--- src/design/spf_defines.svh ---
// Purpose: constants of the serial packet framer
// Assumes: 40 MHz system clock, 9600 baud 8N1 line
// Notes:   the framing byte values, fifo depth and bit timing count live here
// Contract
// - full duplex 9600 baud, eight data bits, no parity, one stop bit.
// - packet is lead, id, size, payload, checksum, lead, terminator.
// - every packet opens with the escape byte 0x10.
// - second byte is the packet identifier that names the payload kind.
// - third byte counts payload bytes, zero to 255.
// - checksum is two's complement of id, size and payload sum.
// - packet closes with escape byte then end-of-text 0x03.
// - escape in size, payload or checksum is doubled; duplicate not counted.
// - data packets are answered by ack 6 or nak 21 carrying their id.
// - sender holds further packets until answered, resends on nak.
// - escape and end-of-text never serve as packet identifiers; the receiver drops such packets, but i_tx_id is sent unchecked.
`ifndef SPF_DEFINES_SVH
`define SPF_DEFINES_SVH

`define SPF_CLK_HZ     40000000
`define SPF_BAUD       9600
// nearest whole cycle; the bit period is a nominal rate, not a bound
`define SPF_BIT_CYCLES ((`SPF_CLK_HZ + (`SPF_BAUD / 2)) / `SPF_BAUD)
`define SPF_DATA_BITS  8
`define SPF_ESC        8'h10
`define SPF_ETX        8'h03
`define SPF_ACK        8'h06
`define SPF_NAK        8'h15
`define SPF_FIFO_DEPTH 8

`endif

--- src/design/spf_pkg.sv ---
// Purpose: types of the serial packet framer
// Assumes: constants come from spf_defines.svh
// Notes:   state encodings only
package spf_pkg;
	typedef enum logic [2:0] {
		PK_IDLE = 3'b000,
		PK_LEAD = 3'b001,
		PK_ID   = 3'b010,
		PK_SIZE = 3'b011,
		PK_DATA = 3'b100,
		PK_SUM  = 3'b101,
		PK_TAIL = 3'b110,
		PK_END  = 3'b111
	} pk_state_t;
endpackage : spf_pkg

--- src/design/serial_packet_framer.sv ---
// Purpose: packet framer and deframer over one 8N1 serial line pair
// Assumes: synchronous active-high reset, inputs synchronous to i_clk_sys
// Notes:   received payload is streamed before its checksum is known;
//          o_rx_good (not raised for ack or nak) or o_rx_bad at the end says whether to keep it
`include "spf_defines.svh"
`timescale 1ns/100ps
`default_nettype none

// small valid/ready fifo in front of the transmit payload
module spf_fifo #(
	parameter int WIDTH = 8,
	parameter int DEPTH = `SPF_FIFO_DEPTH
) (
	input  wire logic             i_clk_sys,
	input  wire logic             i_rst,
	input  wire logic             i_in_valid,
	input  wire logic [WIDTH-1:0] i_in_data,
	output logic                  o_in_ready,
	output logic                  o_out_valid,
	output logic      [WIDTH-1:0] o_out_data,
	input  wire logic             i_out_ready
);
	localparam int AW = $clog2(DEPTH);
	logic [WIDTH-1:0] mem_q [DEPTH];
	logic [AW-1:0]    wr_q;
	logic [AW-1:0]    rd_q;
	logic [AW:0]      cnt_q;
	wire              push = i_in_valid && o_in_ready;
	wire              pop  = o_out_valid && i_out_ready;

	assign o_in_ready  = (cnt_q != (AW+1)'(DEPTH));
	assign o_out_valid = (cnt_q != '0);
	assign o_out_data  = mem_q[rd_q];

	// pointers wrap on depth, which need not be a power of two
	always_ff @(posedge i_clk_sys) begin
		if (i_rst) begin
			wr_q  <= '0;
			rd_q  <= '0;
			cnt_q <= '0;
		end else begin
			if (push) wr_q <= (wr_q == AW'(DEPTH-1)) ? '0 : wr_q + 1'b1;
			if (pop) rd_q <= (rd_q == AW'(DEPTH-1)) ? '0 : rd_q + 1'b1;
			cnt_q <= cnt_q + (AW+1)'(push) - (AW+1)'(pop);
		end
	end

	always_ff @(posedge i_clk_sys) begin
		if (push) mem_q[wr_q] <= i_in_data;
	end
endmodule : spf_fifo

module serial_packet_framer
	import spf_pkg::*;
#(
	parameter int P_BIT_CYCLES = `SPF_BIT_CYCLES
) (
	input  wire logic       i_clk_sys,
	input  wire logic       i_rst,
	input  wire logic       i_rxd,
	output logic            o_txd,
	input  wire logic       i_tx_start,
	input  wire logic [7:0] i_tx_id,
	input  wire logic [7:0] i_tx_size,
	output logic            o_tx_ready,
	input  wire logic       i_pl_valid,
	input  wire logic [7:0] i_pl_data,
	output logic            o_pl_ready,
	output logic            o_tx_acked,
	output logic            o_tx_nacked,
	output logic            o_rx_valid,
	output logic [7:0]      o_rx_data,
	output logic [7:0]      o_rx_id,
	output logic            o_rx_good,
	output logic            o_rx_bad
);
	localparam int CW = $clog2(P_BIT_CYCLES + 1);
	localparam logic [CW-1:0] BIT_LAST  = CW'(P_BIT_CYCLES - 1);
	localparam logic [CW-1:0] HALF_LAST = CW'(P_BIT_CYCLES / 2 - 1);

	// ---- serial transmitter: start, 8 data lsb first, stop ----
	logic [CW-1:0] tb_cnt_q;
	logic [3:0]    tb_bit_q;
	logic [9:0]    tb_sh_q;
	logic          tb_busy_q;
	logic          ub_go;
	logic [7:0]    ub_byte;

	always_ff @(posedge i_clk_sys) begin
		if (i_rst) begin
			tb_busy_q <= 1'b0;
			tb_sh_q   <= 10'h3FF;
			tb_cnt_q  <= '0;
			tb_bit_q  <= 4'h0;
		end else if (!tb_busy_q) begin
			if (ub_go) begin
				tb_busy_q <= 1'b1;
				tb_sh_q   <= {1'b1, ub_byte, 1'b0};
				tb_cnt_q  <= '0;
				tb_bit_q  <= 4'h0;
			end
		end else if (tb_cnt_q == BIT_LAST) begin
			tb_cnt_q <= '0;
			tb_sh_q  <= {1'b1, tb_sh_q[9:1]};
			tb_bit_q <= tb_bit_q + 4'h1;
			if (tb_bit_q == 4'h9) tb_busy_q <= 1'b0;
		end else begin
			tb_cnt_q <= tb_cnt_q + 1'b1;
		end
	end
	assign o_txd = tb_sh_q[0];

	// ---- serial receiver: mid-bit sampling, stop bit must be high ----
	logic [CW-1:0] rb_cnt_q;
	logic [3:0]    rb_bit_q;
	logic [7:0]    rb_sh_q;
	logic          rb_busy_q;
	logic          rb_valid_q;

	always_ff @(posedge i_clk_sys) begin
		if (i_rst) begin
			rb_busy_q  <= 1'b0;
			rb_cnt_q   <= '0;
			rb_bit_q   <= 4'h0;
			rb_sh_q    <= 8'h00;
			rb_valid_q <= 1'b0;
		end else begin
			rb_valid_q <= 1'b0;
			if (!rb_busy_q) begin
				rb_busy_q <= !i_rxd;
				rb_cnt_q  <= '0;
				rb_bit_q  <= 4'h0;
			end else if ((rb_bit_q == 4'h0) ? (rb_cnt_q == HALF_LAST)
			                                : (rb_cnt_q == BIT_LAST)) begin
				rb_cnt_q <= '0;
				rb_bit_q <= rb_bit_q + 4'h1;
				if (rb_bit_q == 4'h0 && i_rxd) rb_busy_q <= 1'b0; // glitch, not a start
				if (rb_bit_q >= 4'h1 && rb_bit_q <= 4'h8) rb_sh_q <= {i_rxd, rb_sh_q[7:1]};
				if (rb_bit_q == 4'h9) begin
					rb_busy_q  <= 1'b0;
					rb_valid_q <= i_rxd;
				end
			end else begin
				rb_cnt_q <= rb_cnt_q + 1'b1;
			end
		end
	end

	// ---- packet receiver ----
	pk_state_t rx_st_q;
	logic [7:0] rlen_q, ridx_q, rsum_q, rfirst_q;
	logic       dup_q;
	logic       ans_set, ack_ev, nak_ev;
	wire  [7:0] rb       = rb_sh_q;
	wire  [7:0] rsum_nx  = rsum_q + rb;
	wire        rb_esc   = (rb == `SPF_ESC);
	wire        r_answer = (o_rx_id == `SPF_ACK) || (o_rx_id == `SPF_NAK);
	wire        dup_bad  = dup_q && !rb_esc;
	wire        tail_bad = (rx_st_q == PK_TAIL && !rb_esc)
	                    || (rx_st_q == PK_END && (rb != `SPF_ETX || rsum_q != 8'h00));
	wire        r_bad    = rb_valid_q && (dup_bad || (!dup_q && tail_bad));
	wire        r_good   = rb_valid_q && !dup_q && rx_st_q == PK_END && !tail_bad;
	logic [7:0] data_pid_q;

	assign ans_set = (r_bad && !r_answer) || (r_good && !r_answer);
	assign ack_ev  = r_good && o_rx_id == `SPF_ACK && rfirst_q == data_pid_q;
	assign nak_ev  = r_good && o_rx_id == `SPF_NAK && rfirst_q == data_pid_q;

	always_ff @(posedge i_clk_sys) begin
		if (i_rst) begin
			rx_st_q    <= PK_IDLE;
			o_rx_id    <= 8'h00;
			rlen_q     <= 8'h00;
			ridx_q     <= 8'h00;
			rsum_q     <= 8'h00;
			rfirst_q   <= 8'h00;
			dup_q      <= 1'b0;
			o_rx_valid <= 1'b0;
			o_rx_data  <= 8'h00;
			o_rx_good  <= 1'b0;
			o_rx_bad   <= 1'b0;
		end else begin
			o_rx_valid <= 1'b0;
			o_rx_good  <= r_good && !r_answer;
			o_rx_bad   <= r_bad;
			if (rb_valid_q) begin
				if (dup_q) begin
					dup_q <= 1'b0;
					if (!rb_esc) rx_st_q <= PK_IDLE;
				end else begin
					case (rx_st_q)
						PK_IDLE: if (rb_esc) rx_st_q <= PK_ID;
						PK_ID: begin
							o_rx_id <= rb;
							rsum_q  <= rb;
							rx_st_q <= (rb_esc || rb == `SPF_ETX) ? PK_IDLE : PK_SIZE;
						end
						PK_SIZE: begin
							rlen_q  <= rb;
							rsum_q  <= rsum_nx;
							ridx_q  <= 8'h00;
							dup_q   <= rb_esc;
							rx_st_q <= (rb == 8'h00) ? PK_SUM : PK_DATA;
						end
						PK_DATA: begin
							rsum_q     <= rsum_nx;
							dup_q      <= rb_esc;
							o_rx_valid <= 1'b1;
							o_rx_data  <= rb;
							if (ridx_q == 8'h00) rfirst_q <= rb;
							ridx_q <= ridx_q + 8'h01;
							if (ridx_q == rlen_q - 8'h01) rx_st_q <= PK_SUM;
						end
						PK_SUM: begin
							rsum_q  <= rsum_nx;
							dup_q   <= rb_esc;
							rx_st_q <= PK_TAIL;
						end
						PK_TAIL: rx_st_q <= rb_esc ? PK_END : PK_IDLE;
						PK_END:  rx_st_q <= PK_IDLE;
						default: rx_st_q <= PK_IDLE;
					endcase
				end
			end
		end
	end

	// ---- packet transmitter ----
	pk_state_t tx_st_q;
	logic [7:0] buf_q [256];
	logic [7:0] data_len_q, idx_q, sum_q, ans_id_q;
	logic       ans_q, ans_pend_q, ans_nak_q, wait_q, resend_q, resend_pend_q, stuff_q;
	logic       f_valid;
	logic [7:0] f_data;
	logic [7:0] pid, len, pl_byte, cur_byte;

	assign pid     = ans_q ? (ans_nak_q ? `SPF_NAK : `SPF_ACK) : data_pid_q;
	assign len     = ans_q ? 8'h02 : data_len_q;
	assign pl_byte = ans_q ? ((idx_q == 8'h00) ? ans_id_q : 8'h00)
	                       : (resend_q ? buf_q[idx_q] : f_data);
	assign cur_byte = (tx_st_q == PK_ID)   ? pid :
	                  (tx_st_q == PK_SIZE) ? len :
	                  (tx_st_q == PK_DATA) ? pl_byte :
	                  (tx_st_q == PK_SUM)  ? (8'h00 - sum_q) :
	                  (tx_st_q == PK_END)  ? `SPF_ETX : `SPF_ESC;

	wire pl_avail   = ans_q || resend_q || f_valid;
	wire send_ok    = !tb_busy_q && tx_st_q != PK_IDLE
	               && (tx_st_q != PK_DATA || stuff_q || pl_avail);
	wire stuffable  = tx_st_q == PK_SIZE || tx_st_q == PK_DATA || tx_st_q == PK_SUM;
	wire need_stuff = stuffable && !stuff_q && cur_byte == `SPF_ESC;
	wire first      = send_ok && !stuff_q;
	wire advance    = send_ok && !need_stuff;
	wire fresh_pop  = first && tx_st_q == PK_DATA && !ans_q && !resend_q;

	assign ub_go      = send_ok;
	assign ub_byte    = stuff_q ? `SPF_ESC : cur_byte;
	assign o_pl_ready = 1'b0 || fresh_pop;
	// held low while the last char still shifts and while a resend is queued
	assign o_tx_ready = tx_st_q == PK_IDLE && !tb_busy_q && !ans_pend_q && !resend_pend_q
	                 && !wait_q && !ans_set;

	spf_fifo #(.WIDTH(8), .DEPTH(`SPF_FIFO_DEPTH)) u_pl_fifo (
		.i_clk_sys  (i_clk_sys),
		.i_rst      (i_rst),
		.i_in_valid (i_pl_valid),
		.i_in_data  (i_pl_data),
		.o_in_ready (),
		.o_out_valid(f_valid),
		.o_out_data (f_data),
		.i_out_ready(fresh_pop)
	);

	// fresh payload is kept so a nak can be answered without the source
	always_ff @(posedge i_clk_sys) begin
		if (fresh_pop) buf_q[idx_q] <= f_data;
	end

	always_ff @(posedge i_clk_sys) begin
		if (i_rst) begin
			tx_st_q       <= PK_IDLE;
			data_pid_q    <= 8'h00;
			data_len_q    <= 8'h00;
			idx_q         <= 8'h00;
			sum_q         <= 8'h00;
			ans_id_q      <= 8'h00;
			{ans_q, ans_pend_q, ans_nak_q, wait_q} <= 4'h0;
			{resend_q, resend_pend_q, stuff_q}     <= 3'h0;
			o_tx_acked    <= 1'b0;
			o_tx_nacked   <= 1'b0;
		end else begin
			o_tx_acked  <= ack_ev && wait_q;
			o_tx_nacked <= nak_ev && wait_q;
			if (send_ok) stuff_q <= need_stuff;
			if (first && (tx_st_q == PK_ID || tx_st_q == PK_SIZE || tx_st_q == PK_DATA))
				sum_q <= (tx_st_q == PK_ID) ? cur_byte : sum_q + cur_byte;
			if (advance) begin
				case (tx_st_q)
					PK_LEAD: tx_st_q <= PK_ID;
					PK_ID:   tx_st_q <= PK_SIZE;
					PK_SIZE: tx_st_q <= (len == 8'h00) ? PK_SUM : PK_DATA;
					PK_DATA: begin
						idx_q <= idx_q + 8'h01;
						if (idx_q == len - 8'h01) tx_st_q <= PK_SUM;
					end
					PK_SUM:  tx_st_q <= PK_TAIL;
					PK_TAIL: tx_st_q <= PK_END;
					PK_END: begin
						tx_st_q <= PK_IDLE;
						if (!ans_q) wait_q <= 1'b1;
					end
					default: tx_st_q <= PK_IDLE;
				endcase
			end
			// answers go first, then a pending resend, then new data
			if (tx_st_q == PK_IDLE) begin
				idx_q <= 8'h00;
				if (ans_pend_q) begin
					{ans_q, ans_pend_q} <= 2'b10;
					tx_st_q <= PK_LEAD;
				end else if (resend_pend_q) begin
					{ans_q, resend_q, resend_pend_q} <= 3'b010;
					tx_st_q <= PK_LEAD;
				end else if (i_tx_start && o_tx_ready) begin
					{ans_q, resend_q} <= 2'b00;
					data_pid_q <= i_tx_id;
					data_len_q <= i_tx_size;
					tx_st_q    <= PK_LEAD;
				end
			end
			if (wait_q && ack_ev) wait_q <= 1'b0;
			if (wait_q && nak_ev) begin
				wait_q        <= 1'b0;
				resend_pend_q <= 1'b1;
			end
			// a new answer request wins over the clear at packet launch
			if (ans_set) begin
				ans_pend_q <= 1'b1;
				ans_nak_q  <= r_bad;
				ans_id_q   <= o_rx_id;
			end
		end
	end
endmodule : serial_packet_framer

`default_nettype wire

--- config.mk ---
export PLATFORM = sky130hd
export DESIGN_NAME = serial_packet_framer
export DESIGN_NICKNAME = d
export VERILOG_FILES = /design/src/design/spf_pkg.sv /design/src/design/serial_packet_framer.sv
export VERILOG_INCLUDE_DIRS = /design/src /design/src/design
export SDC_FILE = /design/constraint.sdc
export NUM_CORES = 2
export LEC_CHECK = 0
export ABC_AREA = 1
export BUFFER_PORTS_ARGS = -buffer_cell sky130_fd_sc_hd__buf_2
export CORE_MARGIN = 1.5
export CORE_UTILIZATION = 30
export DETAILED_ROUTE_END_ITERATION = 12
export GPL_ROUTABILITY_DRIVEN = 0
export GPL_TIMING_DRIVEN = 1
export SETUP_SLACK_MARGIN = 0.15
export SYNTH_ARGS = -nofsm -noshare
export SYNTH_HDL_FRONTEND = slang
export SYNTH_SLANG_ARGS = --single-unit
--- constraint.sdc ---
create_clock -name i_clk_sys -period 21.5 [get_ports i_clk_sys]
set_input_delay 2.15 -clock i_clk_sys [delete_from_list [all_inputs] [get_ports i_clk_sys]]
set_output_delay 2.15 -clock i_clk_sys [all_outputs]
set_load 0.02 [all_outputs]
# [Word-level counts from Yosys, hierarchy flattened]
# Memories as Yosys holds them, arrays and structs flattened. A register that Yosys moved wholly into a read port is not among the register bits.
# Cells that the tools add are included.
[classes] n_reduce_logical=103 eq_ne=36 magnitude_cmp=2 add_sub_neg=15 muxes=71 n_bitwise=8
[op_table] operator="2-to-1 mux 8 bit" n=13
[op_table] operator="2-to-1 mux 3 bit" n=15
[op_table] operator="2-to-1 mux 13 bit" n=3
[op_table] operator="logical AND 1 bit" n=36
[op_table] operator="one-hot mux 3 bit (6 select lines)" n=2
[op_table] operator="logical NOT 8 bit" n=4
[op_table] operator="one-hot mux 8 bit (2 select lines)" n=2
[op_table] operator="== test 3 bit (second input constant)" n=10
[op_table] operator="2-to-1 mux 10 bit" n=3
[op_table] operator="2-to-1 mux 1 bit" n=27
[op_table] operator="adder 13 x 1 -> 13 bit (second input constant)" n=2
[op_table] operator="== test 13 bit (second input constant)" n=2
[op_table] operator="== test 8 x 5 -> 1 bit (second input constant)" n=3
[op_table] operator="== test 8 bit" n=3
[op_table] operator="AND reduction 3 bit" n=8
[op_table] operator="adder 8 x 1 -> 8 bit (second input constant)" n=2
[op_table] operator="adder 8 bit" n=2
[op_table] operator="subtractor 8 x 1 -> 8 bit (second input constant)" n=2
[op_table] operator="logical NOT 1 bit" n=14
[op_table] operator="logical OR 1 bit" n=14
[op_table] operator="== test 13 x 12 -> 1 bit (second input constant)" n=1
[op_table] operator="== test 3 x 2 -> 1 bit (second input constant)" n=4
[op_table] operator="2-to-1 mux 4 bit" n=3
[op_table] operator="AND reduction 4 bit" n=3
[op_table] operator="other kinds (29)" n=57
[totals] register_bits=172 ram_bits=2112 n_memories=2 out_inout_bits=24 inputBits=29 elab_cells=275
[memory_table] name="buf_q" words=256 word_bits=8 rd=1 rd_clocked_by_memory_dff=1 wr=1 line_no="serial_packet_framer.sv:230" text="logic [7:0] buf_q [256];"
[memory_table] name="u_pl_fifo.mem_q" words=8 word_bits=8 rd=1 rd_clocked_by_memory_dff=1 wr=1 line_no="serial_packet_framer.sv:24" text="logic [WIDTH-1:0] mem_q [DEPTH];"

# [Longest topological paths before layout]
[logic_depth] word_depth=16 depth_mapped=37 mapped_depth_nobuf=34

# [By module]
# Synthesis repeated with hierarchy kept, for this count alone.
[unflattened] cells_unflattened=8568 hier_area_um2=95327.7
[by_module_without_submodules] module="serial_packet_framer" cells_per_inst=8199 area_per_inst_um2=91770.5 seq_area_each_um2=64882.2 n_inst=1
[by_module_without_submodules] module="spf_fifo" cells_per_inst=369 area_per_inst_um2=3557.2 seq_area_each_um2=2182.1 n_inst=1

# [Least setup slack after synthesis]
# No wires, ideal clock.
[synth_path] path_type="register -> register" from="register (tool-made name)" to="register sum_q[7]" path_buffers=1 synth_period_minus_slack_ns=11.129 required_ns=21.405 stages_incl_launch_ff=27 arrival_time_ns=11.034 setup_ns=0.095 setup_slack_ns=10.371 path_cell_list="dfxtp_1 clkbuf_1 nor2_1 nor2_1 o21ai_0 a31oi_1 a221oi_1 nand2_1 a21oi_1 inv_1 ha_1 inv_1 nor2_1 nor2_1 nor2_1 nor2_1 nor2_1 nor2_1 nor2_1 nor2_1 nor2_1 nor2_1 xor2_1 inv_1 nand2_1 nand3_1 a221oi_1"
[synth_rtl] item="end signal, assigned" line_no="serial_packet_framer.sv:296" text="sum_q <= (tx_st_q == PK_ID) ? cur_byte : sum_q + cur_byte;"
[synth_rtl] item="end, declared" line_no="serial_packet_framer.sv:231" text="logic [7:0] data_len_q, idx_q, sum_q, ans_id_q;"

==> qor.yml <==
clock_network:
  post_cts_resized: 0
  clk_latency_ns: 0.90
  clock_sink_count: 2294
  path_clk_slew_ns: 0.06
  ctsHoldBuffers: 0
  cts_buffers: 232
  cts-htree-levels: 4
  cts_setup_buffers: 0
  cts_tree: "done"
  clockBufferDepth: 3
  root_buffer: "clkbuf_16"
power_and_ir_drop:
  pwr-share-clk: 0.418
  internal_power_mw: 7.37
  p_comb_frac: 0.051
  power_mw: 9.53
  p_sw_frac: 0.227
  vdd_drop_max_v: 0.0000757
  p_per_area_nw_per_um2: 89.6
  p_switching_mw: 2.16
  p_seq_frac: 0.532
  leakage_nw: 36.0
final_layout:
  instances_no_fill: 12700
  nets: 8376
  fillCellCount: 30900
  layout-drive-gt1-share: 0.0590
  area_growth_pct: 11.8
floorplanning:
  coreArea_um2: 315000
  dieArea_um2: 321000
  die_h_um: 566
  boundaryPins: 53
  fp-row-count: 206
  die_w_um: 566
  initial_core_util: 0.302
synthesis:
  synth.ff_latch_count: 2294
  synth_edf_count: 2112
  synth-async-reset-ratio: 0
  yosysSeqAreaShare: 0.705
  syn_area_per_cell_um2: 11.3
  yosys_warnings: 0
  postSynthCellCount: 8449
  synth_cell_type_count: 54
  synth_top_flop_cell: "edfxtp_1"
  synth_area_um2: 95100
  syn_nets: 8527
sta:
  tightest_slew_ns: 1.19
  whs_ns: 0.467
  rsz0062_at_grt: "false"
  setup_viol_count_final: 0
  max_freq_mhz: 133
  fin_skew_ns: 0.0728
  fin_ws_ns: 13.99
  setup_tns_ns: 0
  hold_viol: 0
  period_share: 0.349
  fin_crit_ns: 7.51
  maxSlewViolCount: 0
  slew_headroom: 0.205
route:
  dr.pass1.iters: 8
  drtIter0Drc: 7539
  via_per_inst: 5.08
  vias: 64400
  drc_errors: 0
  ant_nets: 0
  wl_mm: 260
  wl_per_cell_um: 20.5
worst_setup_path:
  path_class: "reg2reg"
  cpMostUsedCell: "nand3_1"
  crit_path_max_incr_delay_ns: 0.81
  worstPathArrival_ns: 8.33
  cp_max_fo: 241
  critPathLaunchType: "register"
  required_ns: 22.32
  reg2regPathDepth: 28
  crit_slowest_cell: "buf_4"
  end_kind: "register"
global_routing:
  grt_pass1_vias: 61500
  grt_antenna_before_repair: 16
  use_met2: 0.248
  grt_use_met1: 0.212
  grt_max_degree: 242
  grt_use_met3: 0.0309
  grt_pass1_wl_mm: 390
  grt_usage: 0.157
  grt_overflow: 0
  grt.busiest_layer: "met2"
placement:
  port_buffers: 52
  place_ws_ns: 14.23
  dpl.hpwl_mm: 147
  place_inst: 12200
min_path:
  hp-class: "reg2reg"
  min_path_cells: 2
run_status:
  status: "finished, final reports clean"
job:
  drv_cap: 0
## Yosys cell counts, drive strengths merged, types with 3 or more instances
| cell | count | area share |
|---|---|---|
| a211oi | 4 | 0.00032 |
| a21oi | 149 | 0.0079 |
| inv | 240 | 0.0095 |
| edfxtp | 2112 | 0.67 |
| dfxtp | 182 | 0.038 |
| or2 | 3 | 0.00020 |
| o32ai | 3 | 0.00028 |
| ha | 46 | 0.0060 |
| nand3 | 1982 | 0.10 |
| o22ai | 46 | 0.0030 |
| o31ai | 4 | 0.00032 |
| nor3 | 35 | 0.0018 |
| xnor2 | 13 | 0.0012 |
| nor4 | 14 | 0.00092 |
| o211ai | 10 | 0.00079 |
| o311ai | 3 | 0.00028 |
| nand3b | 3 | 0.00024 |
| a2111oi | 3 | 0.00028 |
| nor2 | 572 | 0.023 |
| o21ai | 226 | 0.012 |
| nor3b | 6 | 0.00047 |
| xor2 | 27 | 0.0025 |
| nand2 | 2156 | 0.085 |
| clkbuf | 169 | 0.0067 |
| a22oi | 5 | 0.00039 |
| o21bai | 3 | 0.00024 |
| nand4 | 20 | 0.0013 |
| buf | 365 | 0.022 |
| fa | 3 | 0.00063 |
| a31oi | 14 | 0.00092 |
| a221oi | 9 | 0.00083 |
## cell families (layout without fill, tap and decap cells)
| kind of cell | Yosys count | in the layout | synth area share |
|---|---|---|---|
| xor+xnor | 40 | 40 | 0.00368 |
| fa+ha+maj | 49 | 49 | 0.00668 |
| flops | 2294 | 2294 | 0.705 |
| simple gates | 4798 | 4798 | 0.217 |
| other cells | 0 | 7 | 0 |
| buf+inv | 776 | 831 | 0.0385 |
| compound gates | 492 | 492 | 0.0287 |
## flip-flops by register name (all words and copies together), names as in the netlist, 4 cells and up, named ones only
| register | cells |
|---|---|
| u_pl_fifo.cnt_q | 4 |
| rlen_q | 8 |
| o_rx_data | 8 |
| ridx_q | 8 |
| rb | 8 |
| tb_sh_q | 9 |
| o_rx_id | 8 |
| ans_id_q | 8 |
| tb_bit_q | 4 |
| sum_q | 8 |
| rb_cnt_q | 13 |
| rsum_q | 8 |
| tb_cnt_q | 13 |
| data_pid_q | 8 |
| buf_q | 2048 |
| idx_q | 8 |
| rfirst_q | 8 |
| data_len_q | 8 |
| u_pl_fifo.mem_q | 64 |
| rb_bit_q | 4 |
## power by group through the flow
stage               combinational (mW)  clock, mW  sequential, mW
floorplan                        0.261          0            5.25
global placement                 0.467          0            5.16
detailed placement               0.483          0            5.16
CTS                              0.483       4.02            5.07
global route                     0.530       4.19            5.07
finish                           0.482       3.98            5.07
## layout make-up
cell class	count	area (um2)	share of cell area
clock buffers	294	6110	0.0575
inverters	242	942	0.00886
repair buffers	149	1090	0.0102
clock inverters	146	1400	0.0132
multi-input cells	5379	24500	0.231
well taps	4160	5200	0.0489
diodes	7	17.5	0.000165
flip-flops and latches	2294	67100	0.631
## per-layer routing
| layer | vias to the layer above | wire [um] |
|---|---|---|
| met3 | 488 | 22200 |
| met5 | - | 116 |
| met2 | 2872 | 120000 |
| met1 | 31400 | 109000 |
| met4 | 18 | 9230 |
| li1 | 29600 | - |
## critical path, delay by kind of cell, from the launching register on
kind | cells | cell delay, ns
AO/OA/AOI/OAI | 4 | 0.89
adder cells (fa/ha/maj) | 2 | 0.61
buffers and inverters | 8 | 2.92
flip-flops | 1 | 0.49
AND/OR/NAND/NOR | 14 | 2.07
## cell usage in the layout, fill, tap and decap left out, types with 9 or more instances in the layout
cell,netlist,final
o211ai_1,10,10
inv_1,236,233
ha_1,46,46
o22ai_1,46,46
nand4_1,20,20
bufinv_16,0,18
nand2_1,2156,2149
xnor2_1,13,13
nor4_1,14,14
buf_2,275,52
clkinv_2,0,40
a221oi_1,9,9
dfxtp_1,182,177
clkbuf_16,0,233
buf_4,8,89
xor2_1,27,27
clkbuf_1,169,54
a21oi_1,147,147
nor2_1,572,572
o21ai_0,224,224
nor3_1,35,35
edfxtp_1,2112,2112
clkinv_1,2,68
nand3_1,1980,1979
## final timing paths
check | start | endpoint | slack (ns)
setup / recovery | register | sum_q[6]$_SDFFE_PP0P_ | 13.99
hold / removal | data_len_q[4]$_SDFFE_PP0P_ | data_len_q[4]$_SDFFE_PP0P_ | 0.47
setup reg to reg | register | sum_q[6]$_SDFFE_PP0P_ | 13.99
hold reg to reg | data_len_q[4]$_SDFFE_PP0P_ | data_len_q[4]$_SDFFE_PP0P_ | 0.47
## metrics by stage
step                      cell area (um2)  utilization
after floorplan                     95100            -
after global placement              98800        0.314
after detailed placement            98800        0.314
after CTS                          106000        0.337
after global routing               106000        0.337
final                              106000        0.337
No activity file was read; power rests on OpenSTA's default activity.
